==> src/aspc_pkg.sv <==
// Package of constants and types for the converter serial power-down control
package aspc_pkg;
  // Clock period of clk_in in ns
  localparam int CLK_PERIOD_NS = 25;
  // Result width
  localparam int RESULT_W = 12;
  // Bits in one output word: flag plus result
  localparam int WORD_BITS = 13;
  // Light power-down wake time in ns, longest, rounded down
  localparam int NAP_WAKE_NS = 350;
  localparam int NAP_WAKE_CYC = (NAP_WAKE_NS / CLK_PERIOD_NS) < 1 ? 1 :
                                (NAP_WAKE_NS / CLK_PERIOD_NS);
  // Reference settling in us (typical 2.5 ms)
  localparam int REF_SETTLE_US = 2500;
  localparam int REF_SETTLE_CYC = REF_SETTLE_US * 1000 / CLK_PERIOD_NS;
  // Least strobe-to-clock interval in ns
  localparam int STROBE_CLK_MIN_NS = 50;
  localparam int STROBE_CLK_MIN_CYC = (STROBE_CLK_MIN_NS + CLK_PERIOD_NS - 1) / CLK_PERIOD_NS;
  // Strobe pulse counts that select a power-down state
  localparam logic [2:0] NAP_PULSES = 3'h2;
  localparam logic [2:0] SLEEP_PULSES = 3'h4;
  // Power states
  typedef enum logic [1:0] {
    PWR_ACTIVE = 2'b00,
    PWR_NAP = 2'b01,
    PWR_SLEEP = 2'b10,
    PWR_SETTLE = 2'b11
  } aspc_pwr_t;
endpackage

==> src/aspc_edge.sv <==
// Edge detector for a pin taken as synchronous to the clock
`timescale 1ns/1ps
module aspc_edge (
  input wire logic clk_in,
  input wire logic rst_in,
  input wire logic sig_in,
  output logic rise_out,
  output logic fall_out,
  output logic level_out
);
  logic last_q;
  // Previous sample, reset low so a high level after reset reads as a rise
  always_ff @(posedge clk_in) begin
    if (rst_in) begin
      last_q <= 1'b0;
    end else begin
      last_q <= sig_in;
    end
  end
  assign rise_out = sig_in & ~last_q;
  assign fall_out = ~sig_in & last_q;
  assign level_out = last_q;
endmodule // aspc_edge

==> src/aspc_ctrl.sv <==
// Serial interface and power-down control of a 12-bit sampling converter
`timescale 1ns/1ps
// Functional notes
// [RULE_01] After reset the block is active and accepts a conversion at once.
// [RULE_02] Two strobe pulses with serial clock low enter light power-down.
// [RULE_03] Four strobe pulses with serial clock low enter deep sleep.
// [RULE_04] Power-down entry happens on the falling edge of the last pulse.
// [RULE_05] Light power-down keeps only the reference on.
// [RULE_06] Deep sleep turns everything off, reference included.
// [RULE_07] A rising serial clock edge wakes from either power-down state.
// [RULE_08] From light power-down, ready to convert within 350 ns.
// [RULE_09] Reference settling after deep sleep modelled as 2.5 ms.
// [RULE_10] After deep sleep stay in light power-down until reference ready.
// [RULE_11] Output word is settled flag first, then the 12-bit result.
// [RULE_12] Conversions during the settle interval return all zeros.
// [RULE_13] Serial output is not driven while no conversion runs.
// [RULE_14] A strobe rising edge starts a conversion.
// [RULE_15] Strobe rises during a conversion are ignored.
// [RULE_16] Too-early clock after the strobe delays the word by one clock.
// [RULE_17] The output bit changes on each serial clock rising edge.
// [RULE_18] Host samples each bit on the rising clock edge.
// [RULE_19] Three lines: clock and strobe in, serial result out.
// [RULE_20] Host keeps the serial clock at or below 9.6 MHz.
// [RULE_21] Reference held below nominal forces the settled flag low.
// [RULE_22] Unipolar result is straight binary, bipolar is two's complement.
// [RULE_23] The strobe pulse counter clears on each serial clock rise.
module aspc_ctrl
  import aspc_pkg::*;
#(
  parameter int SETTLE_CYCLES = REF_SETTLE_CYC
) (
  input wire logic clk_in,
  input wire logic rst_in,
  input wire logic sclk_in,
  input wire logic convert_strobe_in,
  input wire logic [RESULT_W-1:0] sample_in,
  input wire logic bipolar_in,
  input wire logic ref_low_in,
  output logic sdata_out,
  output logic sdata_oe_out,
  output logic ref_power_out,
  output logic core_power_out,
  output logic ready_out,
  output logic reference_settled_flag_out,
  output logic busy_out
);
  // ****************************************
  // Pin edges
  // ****************************************
  logic sclk_rise;
  logic cs_rise;
  logic cs_fall;
  // Only the clock rise matters here; its level is read straight from the pin
  aspc_edge u_sclk_edge (
    .clk_in(clk_in),
    .rst_in(rst_in),
    .sig_in(sclk_in),
    .rise_out(sclk_rise),
    .fall_out(),
    .level_out()
  );
  // Strobe rise starts a conversion, strobe fall counts a power-down pulse
  aspc_edge u_cs_edge (
    .clk_in(clk_in),
    .rst_in(rst_in),
    .sig_in(convert_strobe_in),
    .rise_out(cs_rise),
    .fall_out(cs_fall),
    .level_out()
  );

  // ****************************************
  // Power state
  // ****************************************
  aspc_pwr_t pwr_q;
  aspc_pwr_t pwr_d;
  logic [2:0] pulse_q;
  logic [2:0] pulse_d;
  logic [21:0] settle_q;
  logic [21:0] settle_d;
  logic [3:0] wake_q;
  logic [3:0] wake_d;
  logic settle_done;
  logic nap_hit;
  logic sleep_hit;
  logic pd_enter;
  logic busy_q;

  // Pulse count including a pulse ending this cycle with the clock low
  logic [2:0] pulse_next;
  assign pulse_next = pulse_q + 3'h1;
  assign nap_hit = cs_fall & ~sclk_in & (pulse_next == NAP_PULSES); // RULE_02
  assign sleep_hit = cs_fall & ~sclk_in & (pulse_next == SLEEP_PULSES); // RULE_03
  // Leaving active aborts a half-done word so that it never resumes after wake
  assign pd_enter = (pwr_q == PWR_ACTIVE) & (nap_hit | sleep_hit); // RULE_04
  assign settle_done = (settle_q == 22'(SETTLE_CYCLES - 1)); // RULE_09

  // Counter restarts on each clock rise; only back-to-back pulses count.
  // The first pulse also starts a conversion, so busy must not block the count.
  always_comb begin
    pulse_d = pulse_q;
    if (sclk_rise) begin
      pulse_d = 3'h0; // RULE_23
    end else if (cs_fall && !sclk_in) begin
      pulse_d = (pulse_next == SLEEP_PULSES) ? 3'h0 : pulse_next;
    end
  end

  // Next power state
  always_comb begin
    pwr_d = pwr_q;
    settle_d = settle_q;
    wake_d = (wake_q != 4'h0) ? wake_q - 4'h1 : 4'h0;
    case (pwr_q)
      PWR_ACTIVE: begin
        // Nap is entered at the second pulse and then deepened at the fourth
        if (sleep_hit) begin
          pwr_d = PWR_SLEEP; // RULE_04
        end else if (nap_hit) begin
          pwr_d = PWR_NAP; // RULE_04
        end
      end
      PWR_NAP: begin
        if (sleep_hit) begin
          pwr_d = PWR_SLEEP; // RULE_03
        end else if (sclk_rise) begin
          pwr_d = PWR_ACTIVE; // RULE_07
          wake_d = 4'(NAP_WAKE_CYC); // RULE_08
        end
      end
      PWR_SLEEP: begin
        if (sclk_rise) begin
          pwr_d = PWR_SETTLE; // RULE_07
          settle_d = 22'h0;
        end
      end
      PWR_SETTLE: begin
        // Reference ramps while the rest stays in light power-down
        if (settle_done) begin
          pwr_d = PWR_ACTIVE; // RULE_10
        end else begin
          settle_d = settle_q + 22'h1;
        end
      end
      default: begin
        pwr_d = PWR_ACTIVE;
      end
    endcase
  end

  // Power state register
  always_ff @(posedge clk_in) begin
    if (rst_in) begin
      pwr_q <= PWR_ACTIVE; // RULE_01
    end else begin
      pwr_q <= pwr_d;
    end
  end

  // Power-down pulse counter
  always_ff @(posedge clk_in) begin
    if (rst_in) begin
      pulse_q <= 3'h0;
    end else begin
      pulse_q <= pulse_d;
    end
  end

  // Reference settle timer, only meaningful after deep sleep
  always_ff @(posedge clk_in) begin
    if (rst_in) begin
      settle_q <= 22'h0;
    end else begin
      settle_q <= settle_d;
    end
  end

  // Nap wake timer; the core stays off until it runs out
  always_ff @(posedge clk_in) begin
    if (rst_in) begin
      wake_q <= 4'h0;
    end else begin
      wake_q <= wake_d;
    end
  end

  // Supplies: nap and settle keep only the reference alive
  assign ref_power_out = (pwr_q != PWR_SLEEP); // RULE_05 RULE_06
  assign core_power_out = (pwr_q == PWR_ACTIVE) & (wake_q == 4'h0); // RULE_05
  // The comparator is the last part to wake, so ready follows its supply
  assign ready_out = core_power_out;
  // Flag is low while waking or settling, or with the reference pulled down;
  // the pin shows the same value that a word started now would carry
  logic flag_now;
  assign flag_now = core_power_out & ~ref_low_in; // RULE_21
  assign reference_settled_flag_out = flag_now;

  // ****************************************
  // Conversion and shifting
  // ****************************************
  logic [WORD_BITS-1:0] word_q;
  logic [WORD_BITS-1:0] word_d;
  logic [3:0] bits_q;
  logic [3:0] bits_d;
  logic [1:0] early_q;
  logic [1:0] early_d;
  logic skip_q;
  logic skip_d;
  logic oe_q;
  logic oe_d;
  logic dout_q;
  logic dout_d;
  logic busy_d;
  logic start;
  logic [RESULT_W-1:0] coded;

  // Straight binary input; bipolar flips the sign bit for two's complement
  assign coded = bipolar_in ? {~sample_in[RESULT_W-1], sample_in[RESULT_W-2:0]}
                            : sample_in; // RULE_22
  // Conversions in sleep are not possible; settle interval returns zeros
  assign start = cs_rise & ~busy_q & (pwr_q == PWR_ACTIVE || pwr_q == PWR_SETTLE); // RULE_14 RULE_15

  always_comb begin
    word_d = word_q;
    bits_d = bits_q;
    busy_d = busy_q;
    early_d = (early_q != 2'h0) ? early_q - 2'h1 : 2'h0;
    skip_d = skip_q;
    oe_d = oe_q;
    dout_d = dout_q;
    if (pd_enter) begin
      // Power-down entry drops the pending word and releases the pin
      busy_d = 1'b0; // RULE_05
      oe_d = 1'b0; // RULE_13
      bits_d = 4'h0;
    end else if (start) begin
      busy_d = 1'b1;
      bits_d = 4'h0;
      early_d = 2'(STROBE_CLK_MIN_CYC);
      skip_d = 1'b0;
      if (flag_now && core_power_out) begin
        word_d = {1'b1, coded}; // RULE_11
      end else if (pwr_q == PWR_SETTLE) begin
        word_d = '0; // RULE_12
      end else begin
        word_d = {1'b0, coded}; // RULE_21
      end
    end else if (busy_q && sclk_rise) begin
      // Only one rise is swallowed, so the word slips by exactly one clock
      if (early_q != 2'h0 && bits_q == 4'h0 && !oe_q && !skip_q) begin
        skip_d = 1'b1; // RULE_16
      end else if (bits_q == 4'(WORD_BITS)) begin
        busy_d = 1'b0; // RULE_13
        oe_d = 1'b0;
      end else begin
        // New bit on each rise, host samples it on the next rise
        oe_d = 1'b1;
        dout_d = word_q[WORD_BITS-1]; // RULE_17 RULE_18
        word_d = {word_q[WORD_BITS-2:0], 1'b0};
        bits_d = bits_q + 4'h1;
      end
    end
  end

  // Shift register and bit count
  always_ff @(posedge clk_in) begin
    if (rst_in) begin
      word_q <= '0;
      bits_q <= 4'h0;
    end else begin
      word_q <= word_d;
      bits_q <= bits_d;
    end
  end

  // Conversion progress and the early-clock guard
  always_ff @(posedge clk_in) begin
    if (rst_in) begin
      busy_q <= 1'b0;
      early_q <= 2'h0;
      skip_q <= 1'b0;
    end else begin
      busy_q <= busy_d;
      early_q <= early_d;
      skip_q <= skip_d;
    end
  end

  // Pin registers: bit and enable change together on a clock rise
  always_ff @(posedge clk_in) begin
    if (rst_in) begin
      oe_q <= 1'b0;
      dout_q <= 1'b0;
    end else begin
      oe_q <= oe_d;
      dout_q <= dout_d;
    end
  end

  // Three-line interface: the output pin is driven only mid-word
  assign sdata_out = dout_q; // RULE_19
  assign sdata_oe_out = oe_q; // RULE_13
  assign busy_out = busy_q;
endmodule // aspc_ctrl

==> config.mk <==
export PLATFORM = sky130hd
export DESIGN_NAME = aspc_ctrl
export DESIGN_NICKNAME = d
export VERILOG_FILES = /design/src/aspc_pkg.sv /design/src/aspc_edge.sv /design/src/aspc_ctrl.sv
export SDC_FILE = /design/constraint.sdc
export NUM_CORES = 1
export LEC_CHECK = 0
export ABC_AREA = 1
export BUFFER_PORTS_ARGS = -buffer_cell sky130_fd_sc_hd__buf_2
export CAP_MARGIN = 15
export CORE_ASPECT_RATIO = 0.7
export CORE_UTILIZATION = 31
export DETAILED_ROUTE_END_ITERATION = 8
export GPL_TIMING_DRIVEN = 0
export MAX_ROUTING_LAYER = met4
export PLACE_DENSITY = 0.54
export SLEW_MARGIN = 20
export SYNTH_ARGS = -nofsm -noshare
export SYNTH_HDL_FRONTEND = slang
export SYNTH_SLANG_ARGS = --single-unit
==> constraint.sdc <==
create_clock -name clk_in -period 4.2 [get_ports clk_in]
set_input_delay 0.84 -clock clk_in [delete_from_list [all_inputs] [get_ports clk_in]]
set_output_delay 0.84 -clock clk_in [all_outputs]
set_load 0.01 [all_outputs]
# Yosys cells after proc, flatten, opt, wreduce, memory -nomap -nowiden
# Cells that the tools add are included.
[totals]
regBits = 56
input_bits = 18
[classes]
add_sub_neg = 5
n_eq_ne = 15
mux = 33
bitwise_logic = 23
reduce_logical = 30
[op_table]
columns = ["operator", "n"]
rows = [
  ["$mux W13", 5],
  ["$mux W22", 2],
  ["$pmux W22 S2", 1],
  ["$mux W12", 2],
  ["$add A22 B1 Y22 const B", 1],
  ["$eq A22 B17 Y1 const B", 1],
  ["$mux W2", 9],
  ["$mux W4", 4],
  ["$reduce_and A3 Y1", 5],
  ["$ne A2 B2 Y1 const B", 6],
  ["$and A1 B1 Y1", 11],
  ["$not A1 Y1", 11],
  ["$reduce_bool A2 Y1", 5],
  ["$logic_not A4 Y1", 2],
  ["$mux W1", 8],
  ["$pmux W2 S4", 1],
  ["$reduce_and A4 Y1", 2],
  ["$logic_and A1 B1 Y1", 6],
  ["$ne A3 B3 Y1 const B", 2],
  ["$reduce_and A5 Y1", 1],
  ["$add A4 B1 Y4 const B", 1],
  ["$eq A2 B2 Y1 const B", 2],
  ["$eq A4 B4 Y1 const B", 1],
  ["$reduce_bool A4 Y1", 1],
  ["13 further kinds", 16],
]

# Longest topological paths before layout
# Gate-level depths: netlist of the first run.
[depth]
word_depth = 8
mapped_depth = 13
depth_no_buf = 12

# Modules after synthesis
# Synthesis of the first run repeated with hierarchy kept, for this count alone.
[hier_totals]
cells_unflattened = 519
area_unflattened_um2 = 3293.2
[by_module_without_submodules]
columns = ["module", "instances", "cells_per_inst", "area_per_inst_um2", "seq_area_each_um2"]
rows = [
  ["aspc_ctrl", 1, 507, 3215.6, 1081.0],
  ["aspc_edge", 2, 6, 38.8, 20.0],
]

# Worst setup path after synthesis of the first run
# OpenSTA, ideal clock, no wires.
[synth_timing]
path_type = "register -> output"
startpoint = "register pwr_q[1]"
endpoint = "output port ready_out"
arrival_time_ns = 1.232
required_time_ns = 3.360
slack_ns = 2.128
path_stages_with_launch = 6
path_cell_list = "dfxtp_1 inv_1 ha_1 inv_1 nor3_1 buf_4"
[synth_between]
elab_chain_len = 2
[synth_rtl]
columns = ["item", "line", "rtl"]
rows = [
  ["from (decl)", "aspc_ctrl.sv:75", "aspc_pwr_t pwr_q;"],
  ["from (signal assigned)", "aspc_ctrl.sv:156", "pwr_q <= pwr_d;"],
  ["$logic_not A2 Y1", "aspc_ctrl.sv:189", "assign core_power_out = (pwr_q == PWR_ACTIVE) & (wake_q == 4'h0);"],
  ["$and A1 B1 Y1", "aspc_ctrl.sv:189", ""],
  ["to (decl)", "aspc_ctrl.sv:43", "output logic ready_out,"],
]
# Every way passes these cells.

# Final worst setup path of the first run
# Same ends and word-level chain as after synthesis.

==> impl_metrics.ini, run 1 <==
[run_status]
status = complete, no violations

[placed_design]
post-place-ws_ps = 1920
numPortBuffers = 24
dpl_cell_area_mm2 = 0.00377
place_congestion = 0.859
hpwl_um = 6640

[yosys]
synth_top_cell_by_area = dfxtp_1
syn_inst = 551
synth_warnings = 0
syn_area_per_cell_um2 = 6.28
synth-seq-cells = 56
synthTopCellsByArea = dfxtp_1 32%, nand2_1 15%, nor2_1 11%
async_flop_share = 0
synth_common_cells = 142 x nand2_1, 101 x nor2_1, 57 x nand3_1, 56 x dfxtp_1, 54 x inv_1
yosysTopAreaCellShare = 0.324
synth_enable_flop_cells = 0
synth_flop_cell = dfxtp_1
yosys.cell_types.count = 31
yosysMostFrequentCell = nand2_1
syn-cell-area_mm2 = 0.00346
seq_area_frac_synth = 0.324
synth_nets = 580

[worst_setup_path]
critPathLaunchType = register
worstReg2RegStart = pwr_q[0]$_SDFFE_PP0P_
reg2reg_slack_ps = 2070
cp_max_fo = 5
cp_num_buf_inv = 4
criticalPathCategory = reg -> out
crit_arrival_ps = 1640
reg2reg_to = word_q[2]$_SDFFE_PP0P_
rr_worst_depth = 10
critPathTopFamily = buffers and inverters
cpMaxStageDelayCell = dfxtp_1
required_ps = 3360
max_stage_delay_ps = 330
worstPathCellList = inv_1, ha_1, inv_1, nor3_1, buf_4, buf_2
crit_top_cell = inv_1
end_kind = primary output

[pwr]
power_frac_clock = 0.220
p_total_mw = 1.96
p_int_mw = 1.14
ir_drop_v = 0.000185
seqPwrFrac = 0.361
power_switching_mw = 0.815
sw_frac_of_total = 0.417
leakage_nw = 1.67
combinationalPowerShare = 0.419
power_density_mw_per_mm2 = 500

[timing]
tightest_slew_ps = 893
max_freq_mhz = 404
finalCritPeriodShare = 0.589
period_minus_slack_ps = 2480
hold_viol_final = 0
slew_headroom = 0.405
final-setup-viol-count = 0
postLayoutSetupSlackWorst_ps = 1720
fin_skew_ps = 10.4
setup-tns-final_ps = 0
rsz0062_at_grt = no
drv_slew = 0

[cts]
htreeDepth = 2
post-cts-setup-buffers = 0
clk_pin_slew_ps = 80
cts_tree = done
clock_path_buffers = 2
root_buffer = clkbuf_16
worstSkewPairLatency_ps = 300
cts.sinks = 56
cts_buffers = 5
ctsResizeCount = 0
hold_buffers = 0

[drt]
wl_per_cell_um = 12.1
totalWireLength_um = 8810
num_vias = 3424
drt-pass1-iter-count = 5
drtIter0Drc = 216
drc_errors = 0
antenna_left = 0
via_per_inst = 4.68

[final_layout]
antennaDiodeCount = 0
drive_gt1_frac = 0.142
nets = 611
utilization = 0.370
fin_area_mm2 = 0.00392
syn2layout_area_growth_pct = 13.1

[hold_path]
hold_path_depth = 2
whs_endpoint = sdata_out$_SDFFE_PP0P_
hp-start = sdata_out$_SDFFE_PP0P_
hold_path_class = reg -> reg

[die]
start_util = 0.327
core_mm2 = 0.0106
die-height_um = 90.4
die-area_mm2 = 0.0116
ios = 25
rows = 31
die-width_um = 128

[run]
drv_cap = 0

[global_routing]
grt_max_degree = 19
antenna_found_initial = 0
grt_pass1_wl_um = 15100
overflow = 0
grt_pass1_vias = 3086
gr-usage-all-layers = 0.169
==> worst reg2reg max path: cells and delay by family, from the launching register on <==
family | cells | cell delay (ps)
AND/OR/NAND/NOR | 6 | 780
flip-flops | 1 | 390
adder cells (fa/ha/maj) | 1 | 300
buffers and inverters | 3 | 600
==> worst max-delay path by stage <==
stage | startpoint | to | slack, ps | cells past startpoint
after CTS | pwr_q[1]$_SDFFE_PP0P_ | ready_out | 1690 | 6
after global routing | pwr_q[1]$_SDFFE_PP0P_ | ready_out | 1570 | 6
final | pwr_q[1]$_SDFFE_PP0P_ | ready_out | 1720 | 6
after global placement | convert_strobe_in | bits_q[0]$_SDFFE_PP0P_ | 1910 | 5
after detailed placement | convert_strobe_in | bits_q[2]$_SDFFE_PP0P_ | 1920 | 5
after floorplan | pwr_q[1]$_SDFFE_PP0P_ | ready_out | 2130 | 5
==> routing by layer <==
layer,wire [um],track usage,vias up,share of wire
li1,-,-,1814,-
met1,4950,0.260,1530,0.56
met2,3320,0.219,75,0.38
met4,84,0.0471,0,0.0095
met5,0,-,-,0
met3,450,0.0267,5,0.051
==> power by group through the flow <==
stage,combinational (mW),sequential (mW),clock [mW]
2_1_floorplan,0.613,0.698,0
3_3_place_gp,0.816,0.715,0
3_5_place_dp,0.820,0.715,0
4_1_cts,0.823,0.705,0.453
5_1_grt,0.942,0.720,0.473
6_report,0.820,0.706,0.430
==> metrics by stage <==
stage / hold WS [ps] / std cells
3_5_place_dp: 440 / 723
6_report: 447 / 731
5_1_grt: 479 / 731
3_3_place_gp: 434 / 723
4_1_cts: 451 / 731
2_1_floorplan: 421 / 551
==> cell type report <==
type | count | area, um^2
Fill cell | 1190 | 6670
Multi-Input combinational cell | 416 | 2010
Sequential cell | 56 | 1120
Inverter | 62 | 233
Tap cell | 148 | 185
Clock buffer | 5 | 125
Timing Repair Buffer | 24 | 120
Buffer | 17 | 97.6
Clock inverter | 3 | 23.8
==> cells in the final DEF (no fill, tap or decap), drive strengths merged <==
| master | netlist | final |
|---|---|---|
| o21ai | 19 | 19 |
| nor3 | 8 | 8 |
| buf | 12 | 36 |
| a21oi | 37 | 37 |
| xor2 | 2 | 2 |
| xnor2 | 1 | 1 |
| o21a | 2 | 2 |
| nor2 | 111 | 111 |
| nand3b | 1 | 1 |
| nand2 | 151 | 151 |
| nand4 | 12 | 12 |
| clkbuf | 5 | 10 |
| ha | 11 | 11 |
| inv | 61 | 61 |
| dfxtp | 56 | 56 |
| nand3 | 59 | 59 |
| clkinv | 1 | 2 |
| clkinvlp | 0 | 2 |
| nor4 | 1 | 1 |
| nor4b | 1 | 1 |
==> cell families (layout without fill, tap and decap cells) <==
| logic type | count (synthesis) | count (layout) | share of synthesized area |
|---|---|---|---|
| AO/OA/AOI/OAI | 58 | 58 | 0.0972 |
| AND/OR/NAND/NOR | 344 | 344 | 0.436 |
| flip-flops | 56 | 56 | 0.324 |
| buffers and inverters | 79 | 111 | 0.0954 |
| XOR/XNOR | 3 | 3 | 0.00759 |
| adder cells (fa/ha/maj) | 11 | 11 | 0.0398 |
==> state kept, by name (all words and copies together), names as in the netlist <==
register and count:
busy_out 1, pulse_q 3, early_q 2, settle_q 22, wake_q 4, sdata_out 1, pwr_q 2, sdata_oe_out 1
u_sclk_edge.level_out 1, word_q 13, u_cs_edge.level_out 1, bits_q 4, skip_q 1
Note: power is estimated with default switching activity, not from simulation.
==> run 2: changes to the inputs <==
ABC_AREA = 0   (was 1)
PLACE_DENSITY = 0.56   (was 0.54)
clock period = 2.1 ns   (was 4.2 ns; I/O delays follow)
==> run 2 against run 1 <==
Effect of this change: sequential power increased by 63%; critical path depth up 3; first-iteration DRC count rose by 29%; worst setup slack worse by 1700 ps; die area is 14% lower; non-clock buffer count is 33 higher; global-route usage fell by 0.93 points.
==> impl_metrics.ini, run 2 <==
[run_status]
status = complete, no violations

[timing]
slew_headroom = 0.524
hold_viol_final = 0
fin_skew_ps = 6.14
rsz0062_at_grt = yes
final-setup-viol-count = 0
tightest_slew_ps = 714
holdWs_ps = 374
finalCritPeriodShare = 0.980
max_freq_mhz = 486
period_minus_slack_ps = 2060
drv_slew = 0

[die]
ios = 25
rows = 29
start_util = 0.323
die-width_um = 119
die-height_um = 83.7
die-area_mm2 = 0.00994
core_mm2 = 0.00914

[yosys]
synth_common_cells = 56 x dfxtp_1, 38 x nor2_1, 25 x nand2_1, 17 x a21oi_1, 14 x nand3_1
syn_inst = 336
yosysMostFrequentCell = dfxtp_1
synth_top_cell_by_area = dfxtp_1
synth_nets = 365
syn_area_per_cell_um2 = 8.80
synth-seq-cells = 56
synth_warnings = 0
synthTopCellsByArea = dfxtp_1 38%, nor2_1 4.8%, ha_1 4.7%
yosysTopAreaCellShare = 0.379
synth_flop_cell = dfxtp_1
yosys.cell_types.count = 57
seq_area_frac_synth = 0.379
synth_enable_flop_cells = 0
syn-cell-area_mm2 = 0.00296
async_flop_share = 0

[pwr]
p_total_mw = 2.43
power_density_mw_per_mm2 = 629
ir_drop_v = 0.000377
leakage_nw = 1.42

[cts]
cts_tree = done
cts.sinks = 56
worstSkewPairLatency_ps = 290
root_buffer = clkbuf_16
clock_path_buffers = 2
hold_buffers = 0
htreeDepth = 2
cts_buffers = 5
clk_pin_slew_ps = 70

[drt]
via_per_inst = 5.47
antenna_left = 0
drtIter0Drc = 279
num_vias = 2845
drc_errors = 0
wl_per_cell_um = 15.6
drt-pass1-iter-count = 4
totalWireLength_um = 8140

[placed_design]
hpwl_um = 5260
numPortBuffers = 24
place_congestion = 0.811
dp_cells = 484

[global_routing]
overflow = 0
grt_pass1_wl_um = 12200
antenna_found_initial = 0
grt_max_degree = 18
gr-usage-all-layers = 0.159
grt_pass1_vias = 2423

[final_layout]
mostFrequentLayoutCell = dfxtp_1
drive_gt1_frac = 0.318
largest_reg_flops = 22
largest_register = settle_q
nets = 424
nFillCells = 902
top_regs = settle_q (22), word_q (13)
layout_common_cells = 49 x dfxtp_1, 37 x nor2_1, 27 x buf_2, 25 x buf_4, 23 x nand2_1
fin_cells = 520
antennaDiodeCount = 0
syn2layout_area_growth_pct = 30.7

[worst_setup_path]
end_kind = register
required_ps = 2310
worstPathCellList = ha_4, buf_6, nand4_1, nor4_4, buf_4, a221oi_4, buf_6, nand4_1, o31ai_1
critPathLaunchType = register
cpMaxStageDelayCell = dfxtp_4
criticalPathCategory = reg -> reg
cp_max_fo = 6
max_stage_delay_ps = 370
crit_arrival_ps = 2270

[run]
drv_cap = 0

[hold_path]
hold_path_class = in -> reg
## run 2: changes by cell type after synthesis, moves of 8 or more
cell and delta:
a311oi_1 +8, nand4_1 -8, nor2_1 -63, nand2_1 -117, a21oi_1 -9, a221oi_1 +10, inv_1 -42, nand3_1 -43
a21oi_2 -11, nor3_2 +9, a31oi_1 +12, o31ai_1 +9
## run 2: area by class of cell
class                      instances  area, um^2  share of cell area
buffer                            21         154              0.0398
clock inverter                     2        16.3             0.00421
timing repair buffer              53         375              0.0972
multi-input combinational        246        1840               0.477
inverter                          12        47.5              0.0123
tap                              124         155              0.0402
sequential                        56        1140               0.296
clock buffer                       6         129              0.0334
## run 2: worst max-delay path: cells and delay by family, from the launching register on
kind / cells / cell delay [ps]
AOI/OAI and AO/OA: 2 / 620
DFF: 1 / 370
buffers and inverters: 3 / 460
adders and majority gates: 1 / 150
and+or+nand+nor: 3 / 360
## run 2: what timing repair did
action / 4_1_cts / 5_1_grt
gates cloned: 1 / 3
resized for setup: 28 / 40
endpoints found under the setup margin: 37 / 36
buffers inserted: 5 / 21
pin swaps: 10 / 18
## run 2: final timing paths
check | start | end | slack, ps | cells after the start
max | settle_q[1]$_SDFFE_PP0P_ | settle_q[18]$_SDFFE_PP0P_ | 40 | 9
min | sample_in[0] | word_q[0]$_SDFFE_PP0P_ | 370 | 3
max reg2reg | settle_q[1]$_SDFFE_PP0P_ | settle_q[18]$_SDFFE_PP0P_ | 40 | 9
min reg2reg | early_q[0]$_SDFF_PP0_ | early_q[0]$_SDFF_PP0_ | 460 | 1
## run 2: stage by stage
| stage | utilization | instance area, um^2 | setup slack [ps] | TNS [ps] |
|---|---|---|---|---|
| floorplan | - | 2960 | 16.4 | 0 |
| global placement | 0.353 | 3230 | -338 | -7670 |
| detailed placement | 0.353 | 3230 | -378 | -8030 |
| CTS | 0.384 | 3510 | 1.60 | 0 |
| global route | 0.423 | 3860 | -89.6 | -303 |
| finish | 0.423 | 3860 | 41.3 | 0 |
## run 2: cells by family (layout without fill, tap and decap cells)
| family | Yosys count | count (layout) | share of synthesized area |
|---|---|---|---|
| AND/OR/NAND/NOR | 128 | 128 | 0.242 |
| multiplexers | 6 | 6 | 0.0212 |
| adder cells (fa/ha/maj) | 11 | 11 | 0.0466 |
| XOR/XNOR | 6 | 6 | 0.0178 |
| AO/OA/AOI/OAI | 95 | 95 | 0.239 |
| flip-flops | 56 | 56 | 0.379 |
| buffers and inverters | 34 | 94 | 0.0542 |
## run 2: routing by layer
metal  global-route usage  part of all wire  up-vias
li1                     -                 -     1383
met4               0.0311            0.0036        0
met5                    -                 0        -
met1                0.233              0.50     1381
met3               0.0348             0.056        2
met2                0.222              0.44       79
## run 2: power by group
group          total (mW)  switching, mW  internal [mW]
clock               0.836          0.390          0.446
combinational       0.450          0.230          0.220
sequential           1.15         0.0382           1.11
total                2.43          0.658           1.77
==> run 3: changes to the inputs <==
RECOVER_POWER = 100   (was unset)
==> run 3 against run 2 <==
Effect of this change: register-to-register slack got worse by 40 ps; combinational power about the same; first-iteration DRC count fell by 17%; clock power about the same; core utilization is 0.16 points lower; count of clock-buffer cells in the layout did not move; fmax down 1.9%; global-route usage is the same; cell area decreased by 0.39%.
==> impl_metrics.ini, run 3 (synthesized netlist as in run 2, its figures left out) <==
[run_status]
status = complete, no violations

[global_routing]
gr-usage-all-layers = 0.159
grt_max_degree = 18
grt_pass1_vias = 2423
overflow = 0
antenna_found_initial = 0
grt_pass1_wl_um = 12200

[worst_setup_path]
end_kind = register
reg2reg_slack_ps = 1
rr_worst_depth = 8
critPathLaunchType = register
worstReg2RegStart = pwr_q[1]$_SDFFE_PP0P_
criticalPathCategory = reg -> reg
cp_max_fo = 5
crit_arrival_ps = 2310
required_ps = 2310
reg2reg_to = word_q[11]$_SDFFE_PP0P_

[die]
die-width_um = 119
die-area_mm2 = 0.00994
start_util = 0.323
rows = 29
ios = 25
core_mm2 = 0.00914
die-height_um = 83.7

[pwr]
power_switching_mw = 0.662
sw_frac_of_total = 0.272
seqPwrFrac = 0.471
ir_drop_v = 0.000376
leakage_nw = 1.41
power_frac_clock = 0.345
p_int_mw = 1.77
power_density_mw_per_mm2 = 632
p_total_mw = 2.43
combinationalPowerShare = 0.184

[timing]
final-setup-viol-count = 0
period_minus_slack_ps = 2100
tightest_slew_ps = 755
max_freq_mhz = 476
hold_viol_final = 0
finalCritPeriodShare = 0.999
fin_skew_ps = 6.66
drv_slew = 0
setup-tns-final_ps = 0
slew_headroom = 0.497
rsz0062_at_grt = yes

[final_layout]
nets = 424
drive_gt1_frac = 0.295
largest_register = settle_q
fin_area_mm2 = 0.00385
utilization = 0.421
layout_common_cells = 49 x dfxtp_1, 37 x nor2_1, 25 x buf_4, 23 x nand2_1, 21 x buf_2
largest_reg_flops = 22
mostFrequentLayoutCell = dfxtp_1
antennaDiodeCount = 0
syn2layout_area_growth_pct = 30.2
top_regs = settle_q (22), word_q (13)

[drt]
totalWireLength_um = 8130
num_vias = 2841
via_per_inst = 5.46
wl_per_cell_um = 15.6
antenna_left = 0
drt-pass1-iter-count = 5
drc_errors = 0
drtIter0Drc = 232

[cts]
root_buffer = clkbuf_16
cts.sinks = 56
cts_buffers = 5
htreeDepth = 2
worstSkewPairLatency_ps = 290
clock_path_buffers = 2
clk_pin_slew_ps = 70
hold_buffers = 0
cts_tree = done

[hold_path]
hold_path_depth = 3
whs_endpoint = word_q[0]$_SDFFE_PP0P_
hold_path_class = in -> reg
hp-start = sample_in[0]

[placed_design]
numPortBuffers = 24
hpwl_um = 5260
dpl_cell_area_mm2 = 0.00323
place_congestion = 0.811

[run]
drv_cap = 0
## run 3: worst max-delay path by stage
stage | start | endpoint | cells past startpoint
after CTS | pwr_q[1]$_SDFFE_PP0P_ | word_q[11]$_SDFFE_PP0P_ | 8
after floorplan | bits_q[0]$_SDFFE_PP0P_ | word_q[12]$_SDFFE_PP0P_ | 7
after detailed placement | settle_q[0]$_SDFFE_PP0P_ | settle_q[11]$_SDFFE_PP0P_ | 8
after global placement | settle_q[0]$_SDFFE_PP0P_ | settle_q[20]$_SDFFE_PP0P_ | 8
after global routing | settle_q[1]$_SDFFE_PP0P_ | settle_q[18]$_SDFFE_PP0P_ | 9
final | pwr_q[1]$_SDFFE_PP0P_ | word_q[11]$_SDFFE_PP0P_ | 8
## run 3: per-stage QoR
step	std cells	hold WS [ps]	setup WS, ps
final	520	374	1.14
after global routing	520	374	-89.6
after CTS	498	371	1.60
after detailed placement	484	444	-378
after global placement	484	431	-338
after floorplan	336	420	16.4
## run 3: metal layers
metal	up-vias	share of wire	track usage
met5	-	0	-
met4	0	0.0036	0.0311
met3	2	0.061	0.0348
met2	69	0.44	0.222
met1	1387	0.50	0.233
li1	1383	-	-
## run 3: timing repair
action / 4_1_cts / 5_1_grt
gates cloned: 1 / 3
setup buffers: 5 / 21
hold endpoints to repair: 0 / 0
pin swaps: 10 / 18
setup endpoints to repair: 37 / 36
resized for setup: 28 / 40
## run 3: cell type report
type	instances	area [um^2]
fill	906	5300
multi-input combinational	246	1840
sequential	56	1140
timing repair buffer	53	368
tap	124	155
buffer	21	154
clock buffer	6	129
inverter	12	47.5
clock inverter	2	16.3
## run 3: critical path, cell delays in order, from the launching register on
cell and delay (ps):
dfxtp_4 360, inv_1 130, ha_4 220, or4b_4 540
buf_8 170, a21oi_4 160, clkbuf_8 180, nand2_1 50
a211oi_1 210
## run 3: power groups by stage
stage	registers [mW]	logic, mW	clock network [mW]
2_1_floorplan	1.16	0.243	0
6_report	1.15	0.447	0.839
3_5_place_dp	1.17	0.333	0
4_1_cts	1.14	0.366	0.866
3_3_place_gp	1.17	0.330	0
5_1_grt	1.15	0.486	0.916
